**src/common/sram_host_pkg.sv**
```systemverilog
package sram_host_pkg;
    // Geometry of one port
    localparam int ADDR_W = 15;
    localparam int DATA_W = 16;
    localparam int CLK_PERIOD_NS = 10;
    // Write strobe width: larger of pulse width or turn-off plus data set-up
    localparam int WRITE_PULSE_NS = 12;
    localparam int OUT_TO_HIZ_NS = 10;
    localparam int DATA_SETUP_NS = 10;
    localparam int WRITE_HOLD_AFTER_BUSY_NS = 12;
    localparam int SEM_WRITE_TO_READ_NS = 5;
    localparam int READ_ACCESS_NS = 15;
    localparam int RELEASE_TO_DATA_NS = 17;
    localparam int WP_CYC = (WRITE_PULSE_NS + CLK_PERIOD_NS - 1) / CLK_PERIOD_NS;
    localparam int WP_OE_CYC =
        (OUT_TO_HIZ_NS + DATA_SETUP_NS + CLK_PERIOD_NS - 1) / CLK_PERIOD_NS;
    localparam int WH_CYC =
        (WRITE_HOLD_AFTER_BUSY_NS + CLK_PERIOD_NS - 1) / CLK_PERIOD_NS;
    localparam int SWR_CYC =
        (SEM_WRITE_TO_READ_NS + CLK_PERIOD_NS - 1) / CLK_PERIOD_NS;
    localparam int RD_CYC =
        (READ_ACCESS_NS + RELEASE_TO_DATA_NS + CLK_PERIOD_NS - 1) / CLK_PERIOD_NS;
    localparam int CNT_W = 4;
    localparam logic [CNT_W-1:0] CNT_ONE = 4'h1;
    localparam logic [CNT_W-1:0] CNT_ZERO = 4'h0;
    // Controller sequence states
    typedef enum logic [6:0] {
        ST_IDLE = 7'h01,
        ST_SETUP = 7'h02,
        ST_WSTROBE = 7'h04,
        ST_WHOLD = 7'h08,
        ST_RACCESS = 7'h10,
        ST_GAP = 7'h20,
        ST_DONE = 7'h40
    } state_e;
endpackage

```
**src/design/cycle_timer.sv**
```systemverilog
`timescale 1ns/10ps
`default_nettype none
// Down counter that pulses when a loaded count expires
module cycle_timer (
    input wire logic clk_sys_i, // System clock
    input wire logic nrst_i, // Async reset, low
    input wire logic load_i, // Load count
    input wire logic [sram_host_pkg::CNT_W-1:0] count_i, // Cycles to wait
    output logic expired_o // Count at one and no load this cycle
);
    logic [sram_host_pkg::CNT_W-1:0] cnt_reg;
    logic [sram_host_pkg::CNT_W-1:0] cnt_next;

    // Next count
    always_comb
    begin
        cnt_next = cnt_reg;
        if (load_i)
        begin
            cnt_next = count_i;
        end
        else if (cnt_reg != sram_host_pkg::CNT_ZERO)
        begin
            cnt_next = cnt_reg - sram_host_pkg::CNT_ONE;
        end
    end

    // Count register
    always_ff @(posedge clk_sys_i or negedge nrst_i)
    begin
        if (!nrst_i)
        begin
            cnt_reg <= sram_host_pkg::CNT_ZERO;
        end
        else
        begin
            cnt_reg <= cnt_next;
        end
    end

    assign expired_o = (cnt_reg == sram_host_pkg::CNT_ONE) && !load_i;
endmodule
`default_nettype wire

```
**src/design/sram_port_host.sv**
```systemverilog
`timescale 1ns/10ps
`default_nettype none
// Contract
// - Address changes only with strobes inactive
// - No write data while device drives
// - Stretch strobe when output enable low
// - Array or semaphore select held valid
// - Chip select high across semaphore write-read
module sram_port_host (
    input wire logic clk_sys_i, // System clock
    input wire logic nrst_i, // Async reset, low
    input wire logic req_valid_i, // Request present
    output logic req_ready_o, // Request taken
    input wire logic req_write_i, // 1 write, 0 read
    input wire logic req_sem_i, // 1 semaphore, 0 array
    input wire logic [sram_host_pkg::ADDR_W-1:0] req_addr_i, // Word address
    input wire logic [sram_host_pkg::DATA_W-1:0] req_wdata_i, // Write data
    input wire logic [1:0] req_byte_en_i, // Byte lanes, bit1 upper
    output logic rsp_valid_o, // Completion pulse
    output logic [sram_host_pkg::DATA_W-1:0] rsp_rdata_o, // Read data
    output logic rsp_sem_flag_o, // Semaphore state read
    output logic rsp_sem_mismatch_o, // Semaphore pins disagreed
    output logic [sram_host_pkg::ADDR_W-1:0] addr_o, // Address pins
    output logic chip_sel_n_o, // Chip select, low
    output logic rd_wr_n_o, // Read high, write low
    output logic out_en_n_o, // Output enable, low
    output logic upper_byte_en_n_o, // Upper byte enable, low
    output logic lower_byte_en_n_o, // Lower byte enable, low
    output logic flag_select_n_o, // Semaphore select, low
    input wire logic [sram_host_pkg::DATA_W-1:0] data_i, // Data pins in
    output logic [sram_host_pkg::DATA_W-1:0] data_o, // Data pins out
    output logic data_oe_o, // Data pins driven
    input wire logic busy_n_i, // Contention flag pin, low
    input wire logic master_mode_i // Device strapped as master
);
    sram_host_pkg::state_e st_reg, st_next;
    logic [sram_host_pkg::ADDR_W-1:0] addr_reg, addr_next;
    logic [sram_host_pkg::DATA_W-1:0] wdata_reg, wdata_next;
    logic [sram_host_pkg::DATA_W-1:0] rdata_reg, rdata_next;
    logic [1:0] be_reg, be_next;
    logic wr_reg, wr_next, sem_reg, sem_next;
    logic prev_sem_wr_reg, prev_sem_wr_next;
    logic flag_reg, flag_next, mism_reg, mism_next;
    logic load;
    logic [sram_host_pkg::CNT_W-1:0] load_cnt;
    logic expired;
    logic busy;

    assign busy = !busy_n_i;

    cycle_timer u_timer (
        .clk_sys_i(clk_sys_i),
        .nrst_i(nrst_i),
        .load_i(load),
        .count_i(load_cnt),
        .expired_o(expired)
    );

    assign req_ready_o = (st_reg == sram_host_pkg::ST_IDLE);

    // Sequencer next state
    always_comb
    begin
        st_next = st_reg;
        addr_next = addr_reg;
        wdata_next = wdata_reg;
        rdata_next = rdata_reg;
        be_next = be_reg;
        wr_next = wr_reg;
        sem_next = sem_reg;
        prev_sem_wr_next = prev_sem_wr_reg;
        flag_next = flag_reg;
        mism_next = mism_reg;
        load = 1'b0;
        load_cnt = sram_host_pkg::CNT_ZERO;
        case (st_reg)
            sram_host_pkg::ST_IDLE:
            begin
                if (req_valid_i)
                begin
                    addr_next = req_addr_i;
                    wdata_next = req_wdata_i;
                    be_next = req_byte_en_i;
                    wr_next = req_write_i;
                    sem_next = req_sem_i;
                    st_next = sram_host_pkg::ST_SETUP;
                end
            end
            sram_host_pkg::ST_SETUP:
            begin
                load = 1'b1;
                if (wr_reg)
                begin
                    load_cnt = 4'(sram_host_pkg::WP_OE_CYC > sram_host_pkg::WP_CYC ?
                        sram_host_pkg::WP_OE_CYC : sram_host_pkg::WP_CYC);
                    st_next = sram_host_pkg::ST_WSTROBE;
                end
                else
                begin
                    if (sem_reg && prev_sem_wr_reg)
                    begin
                        load_cnt = 4'(sram_host_pkg::RD_CYC + sram_host_pkg::SWR_CYC);
                    end
                    else
                    begin
                        load_cnt = 4'(sram_host_pkg::RD_CYC);
                    end
                    st_next = sram_host_pkg::ST_RACCESS;
                end
            end
            sram_host_pkg::ST_WSTROBE:
            begin
                if (!master_mode_i && busy)
                begin
                    load = 1'b1;
                    load_cnt = 4'(sram_host_pkg::WH_CYC);
                    st_next = sram_host_pkg::ST_WHOLD;
                end
                else if (expired)
                begin
                    prev_sem_wr_next = sem_reg;
                    st_next = sram_host_pkg::ST_GAP;
                end
            end
            sram_host_pkg::ST_WHOLD:
            begin
                if (busy)
                begin
                    load = 1'b1;
                    load_cnt = 4'(sram_host_pkg::WH_CYC);
                end
                else if (expired)
                begin
                    prev_sem_wr_next = sem_reg;
                    st_next = sram_host_pkg::ST_GAP;
                end
            end
            sram_host_pkg::ST_RACCESS:
            begin
                if (master_mode_i && busy)
                begin
                    load = 1'b1;
                    load_cnt = 4'(sram_host_pkg::RD_CYC);
                end
                else if (expired)
                begin
                    rdata_next = data_i;
                    flag_next = data_i[0];
                    mism_next = sem_reg && (data_i != {sram_host_pkg::DATA_W{data_i[0]}});
                    prev_sem_wr_next = 1'b0;
                    st_next = sram_host_pkg::ST_GAP;
                end
            end
            sram_host_pkg::ST_GAP:
            begin
                st_next = sram_host_pkg::ST_DONE;
            end
            sram_host_pkg::ST_DONE:
            begin
                st_next = sram_host_pkg::ST_IDLE;
            end
            default:
            begin
                st_next = sram_host_pkg::ST_IDLE;
            end
        endcase
    end

    // Sequencer registers
    always_ff @(posedge clk_sys_i or negedge nrst_i)
    begin
        if (!nrst_i)
        begin
            st_reg <= sram_host_pkg::ST_IDLE;
            addr_reg <= '0;
            wdata_reg <= '0;
            rdata_reg <= '0;
            be_reg <= 2'h0;
            wr_reg <= 1'b0;
            sem_reg <= 1'b0;
            prev_sem_wr_reg <= 1'b0;
            flag_reg <= 1'b0;
            mism_reg <= 1'b0;
        end
        else
        begin
            st_reg <= st_next;
            addr_reg <= addr_next;
            wdata_reg <= wdata_next;
            rdata_reg <= rdata_next;
            be_reg <= be_next;
            wr_reg <= wr_next;
            sem_reg <= sem_next;
            prev_sem_wr_reg <= prev_sem_wr_next;
            flag_reg <= flag_next;
            mism_reg <= mism_next;
        end
    end

    logic active, strobe;
    assign active = (st_reg == sram_host_pkg::ST_WSTROBE) ||
        (st_reg == sram_host_pkg::ST_WHOLD) || (st_reg == sram_host_pkg::ST_RACCESS);
    assign strobe = (st_reg == sram_host_pkg::ST_WSTROBE) || (st_reg == sram_host_pkg::ST_WHOLD);

    // Pin drive
    always_comb
    begin
        addr_o = addr_reg;
        // one select of the pair low
        chip_sel_n_o = !(active && !sem_reg);
        flag_select_n_o = !(active && sem_reg);
        // write falls with select, outputs off
        rd_wr_n_o = !strobe;
        out_en_n_o = !(st_reg == sram_host_pkg::ST_RACCESS);
        // semaphore access keeps byte enables high
        upper_byte_en_n_o = !(active && !sem_reg && be_reg[1]);
        lower_byte_en_n_o = !(active && !sem_reg && be_reg[0]);
        // drive data only during write strobe
        data_o = wdata_reg;
        data_oe_o = strobe;
    end

    assign rsp_valid_o = (st_reg == sram_host_pkg::ST_DONE);
    assign rsp_rdata_o = rdata_reg;
    assign rsp_sem_flag_o = flag_reg;
    assign rsp_sem_mismatch_o = mism_reg;
endmodule
`default_nettype wire

```
**config.mk**
```make
export PLATFORM = sky130hd
export DESIGN_NAME = sram_port_host
export DESIGN_NICKNAME = d
export VERILOG_FILES = /design/src/common/sram_host_pkg.sv /design/src/design/cycle_timer.sv /design/src/design/sram_port_host.sv
export SDC_FILE = /design/constraint.sdc
export NUM_CORES = 1
export LEC_CHECK = 0
export ABC_CLOCK_PERIOD_IN_PS = 2550
export BUFFER_PORTS_ARGS = -buffer_cell sky130_fd_sc_hd__buf_2
export CAP_MARGIN = 20
export CELL_PAD_IN_SITES_DETAIL_PLACEMENT = 1
export CELL_PAD_IN_SITES_GLOBAL_PLACEMENT = 2
export CORE_MARGIN = 5
export CORE_UTILIZATION = 31
export DETAILED_ROUTE_END_ITERATION = 10
export PLACE_DENSITY_LB_ADDON = 0.25
export SETUP_SLACK_MARGIN = 0.1
export SYNTH_ARGS = -nofsm -noshare
export SYNTH_HDL_FRONTEND = slang
export SYNTH_SLANG_ARGS = --single-unit
```
**constraint.sdc**
```tcl
create_clock -name clk_sys_i -period 2.55 [get_ports clk_sys_i]
set_input_delay 0.255 -clock clk_sys_i [delete_from_list [all_inputs] [get_ports clk_sys_i]]
set_output_delay 0.255 -clock clk_sys_i [all_outputs]
set_load 0.005 [all_outputs]
```
==> run_results.csv <==
group,metric,value,unit
pwr,swShare,0.320,
global_routing,grt_use_met3,0.0762,
synth,synth_warnings,0,
clocking,htreeDepth,3,
floorplanning,die_w,107,um
detailed_routing,num_vias,2231,
synth,seq_area_frac_synth,0.545,
clocking,cts.path.max_buffers,2,
synth,syn_area_per_cell,13.4,sq um
detailed_routing,antenna_left,0,
floorplanning,initial_core_util,0.318,
global_routing,grt_max_degree,38,
worst_setup_path,worstSetupPathType,"reg2reg",
final_layout,syn_to_final_growth,31.9,%
placement,dp_hpwl,5810,um
timing,slew_viol_final,0,
clocking,numCtsBuffers,9,
global_routing,grt.met1_usage,0.171,
clocking,cts_setup_buffers,0,
floorplanning,core,9240,sq um
floorplanning,die_h,107,um
detailed_routing,wire_per_inst,16.0,um
synth,syn_inst,220,
clocking,clk_pin_slew,0.08,ns
final_layout,multi_input_area,1250,sq um
timing,setup_tns,0,ns
floorplanning,num_io_pins,114,
worst_setup_path,arrival,2.43,ns
placement,io_buffers,113,
synth,synth_ff_type,"dfrtp_1",
placement,dp.cells,457,
clocking,clock_latency,0.33,ns
placement,gp_congestion,0.724,
global_routing,grt_first_pass_wirelength,12500,um
synth,async_flop_share,1.00,
pwr,powerDensity,1070,nW/um^2
worst_setup_path,end_kind,"flop",
global_routing,top_usage_layer,"met2",
pwr,seq_power_share,0.402,
hold_path,hold_class,"in2reg",
worst_setup_path,startpoint_type,"flop",
final_layout,n_fill_cell,1029,
detailed_routing,vias_per_cell,4.71,
global_routing,gr-total-overflow,0,
synth,synth_edf_count,0,
pwr,p_int,2.82,mW
timing,timing.fmax,454,MHz
synth,synth.distinct_cells,49,
clocking,tritoncts,"built",
clocking,cts.sinks,64,
synth,synth_nets,279,
pwr,p_comb_frac,0.358,
final_layout,fin_cells,474,
pwr,ir_drop,0.000436,V
clocking,cts_root_buf,"clkbuf_8",
pwr,p_leak,1.89,nW
detailed_routing,post-route-drc-count,0,
detailed_routing,dr.pass1.iters,4,
global_routing,grt_usage,0.138,
global_routing,grt_antenna_before_repair,1,
pwr,total_power,4.15,mW
status,status,"complete, no violations",
timing,relSlewSlack,0.532,
final_layout,antennaDiodeCount,0,
timing,final_hold_viol_count,0,
detailed_routing,drt_first_iter_violations,70,
pwr,clkPwrFrac,0.240,
pwr,p_switching,1.33,mW
final_layout,regArea,1600,sq um
timing,fin_worst_skew,0.00995,ns
synth,yosys_register_bits,64,
floorplanning,row_count,35,
synth,netlist_area,2940,sq um
timing,min_period,2.20,ns
detailed_routing,wl,7610,um
worst_setup_path,critPathRequiredTime,2.77,ns
global_routing,grt_pass1_vias,2499,
timing,worstMarginPinSlew,0.703,ns
timing,setup_viol,0,
final_layout,drive_gt1_frac,0.568,
global_routing,grt_use_met2,0.207,
final_layout,nNetsFinal,399,
timing,rsz0062_at_grt,"no",
final_layout,layout_common_cells,"113 x buf_2, 63 x dfrtp_1, 44 x mux2_2, 9 x clkbuf_8, 8 x nor2_1",
timing,period_share,0.864,
job,drv_cap,0,
worst_setup_path,worstPathMaxFanout,3,
floorplanning,die_area,11500,sq um
final_layout,final_common_cell,"buf_2",
-- layout make-up --
| type | count | area share |
|---|---|---|
| inverter | 5 | 0.00484 |
| clock inverter | 7 | 0.0258 |
| timing repair buffer | 118 | 0.159 |
| multi-input combinational | 142 | 0.323 |
| sequential | 64 | 0.413 |
| clock buffer | 9 | 0.0319 |
| tap | 129 | 0.0416 |
-- critical path, cell delays in order (launching register included) --
cell	delay (ns)
dfrtp_1	0.40
inv_1	0.11
ha_1	0.14
nor3b_1	0.45
o21ai_0	0.29
a2111oi_2	0.34
mux2_2	0.37
-- cells in the mapped netlist, types with 2 or more instances --
| master | instances | share of area |
|---|---|---|
| buf_6 | 2 | 0.0077 |
| mux2_2 | 44 | 0.17 |
| buf_4 | 5 | 0.013 |
| nor4_1 | 3 | 0.0064 |
| inv_1 | 5 | 0.0064 |
| xnor2_1 | 2 | 0.0060 |
| nand3b_1 | 2 | 0.0051 |
| dfrtp_1 | 63 | 0.54 |
| a22o_1 | 2 | 0.0060 |
| a32o_1 | 2 | 0.0068 |
| a21oi_1 | 4 | 0.0068 |
| mux2_4 | 6 | 0.031 |
| and3_1 | 2 | 0.0043 |
| nand2b_1 | 4 | 0.0085 |
| or4_1 | 2 | 0.0051 |
| nor2_1 | 8 | 0.010 |
| o21ai_0 | 4 | 0.0068 |
| nand4_1 | 7 | 0.015 |
| ha_1 | 3 | 0.013 |
| nor2b_1 | 3 | 0.0064 |
| nand3_1 | 2 | 0.0034 |
| buf_2 | 2 | 0.0034 |
| nor3b_1 | 6 | 0.015 |
| nand2_1 | 7 | 0.0089 |
| xor2_1 | 2 | 0.0060 |
| a2111oi_2 | 2 | 0.010 |
| nor3_1 | 4 | 0.0068 |
-- stage by stage --
| step | setup WS (ns) | hold WS (ns) | util | area [sq um] |
|---|---|---|---|---|
| after global routing | 0.132 | 0.122 | 0.420 | 3880 |
| after detailed placement | 0.311 | 0.357 | 0.394 | 3640 |
| after floorplan | 0.541 | -0.0406 | - | 2940 |
| after CTS | 0.162 | 0.110 | 0.419 | 3870 |
| after global placement | 0.427 | 0.349 | 0.394 | 3640 |
| final | 0.346 | 0.127 | 0.420 | 3880 |
-- path summary, 6_finish.rpt --
check,from,to,slack [ns],depth (start not counted)
worst min-delay path,req_sem_i,sem_reg,0.13,3
worst min register to register,rsp_rdata_o[6],rsp_rdata_o[6],0.50,2
worst max register to register,u_timer.cnt_reg[1],prev_sem_wr_reg,0.35,6
min in group asynchronous,nrst_i,rsp_rdata_o[10],0.49,2
max in group asynchronous,nrst_i,st_reg[0],1.26,3
worst max-delay path,u_timer.cnt_reg[1],prev_sem_wr_reg,0.35,6
-- power by group through the flow --
| stage | sequential [mW] | clock (mW) | combinational, mW |
|---|---|---|---|
| 2_1_floorplan | 1.67 | 0 | 0.919 |
| 3_3_place_gp | 1.66 | 0 | 1.48 |
| 3_5_place_dp | 1.69 | 0 | 1.51 |
| 5_1_grt | 1.73 | 1.09 | 1.65 |
| 4_1_cts | 1.67 | 1.03 | 1.51 |
| 6_report | 1.67 | 0.996 | 1.49 |
-- metal layers --
| layer | part of all wire | wire length (um) |
|---|---|---|
| met1 | 0.42 | 3220 |
| met2 | 0.46 | 3510 |
| met4 | 0.0074 | 56 |
| met5 | 0.0024 | 18 |
| met3 | 0.11 | 807 |
-- cells by family after synthesis --
group                    share of synthesized area
adder cells (fa/ha/maj)                     0.0128
buffers and inverters                       0.0302
AO/OA/AOI/OAI                               0.0651
XOR/XNOR                                    0.0119
AND/OR/NAND/NOR                              0.136
multiplexers                                 0.199
flip-flops                                   0.545
-- timing repair --
action | 4_1_cts | 5_1_grt
hold endpoints to repair | 25 | 0
hold buffers | 1 | 0
setup endpoints to repair | 0 | 3
resized for setup | 0 | 1
No activity file was read; power rests on OpenSTA's default activity.
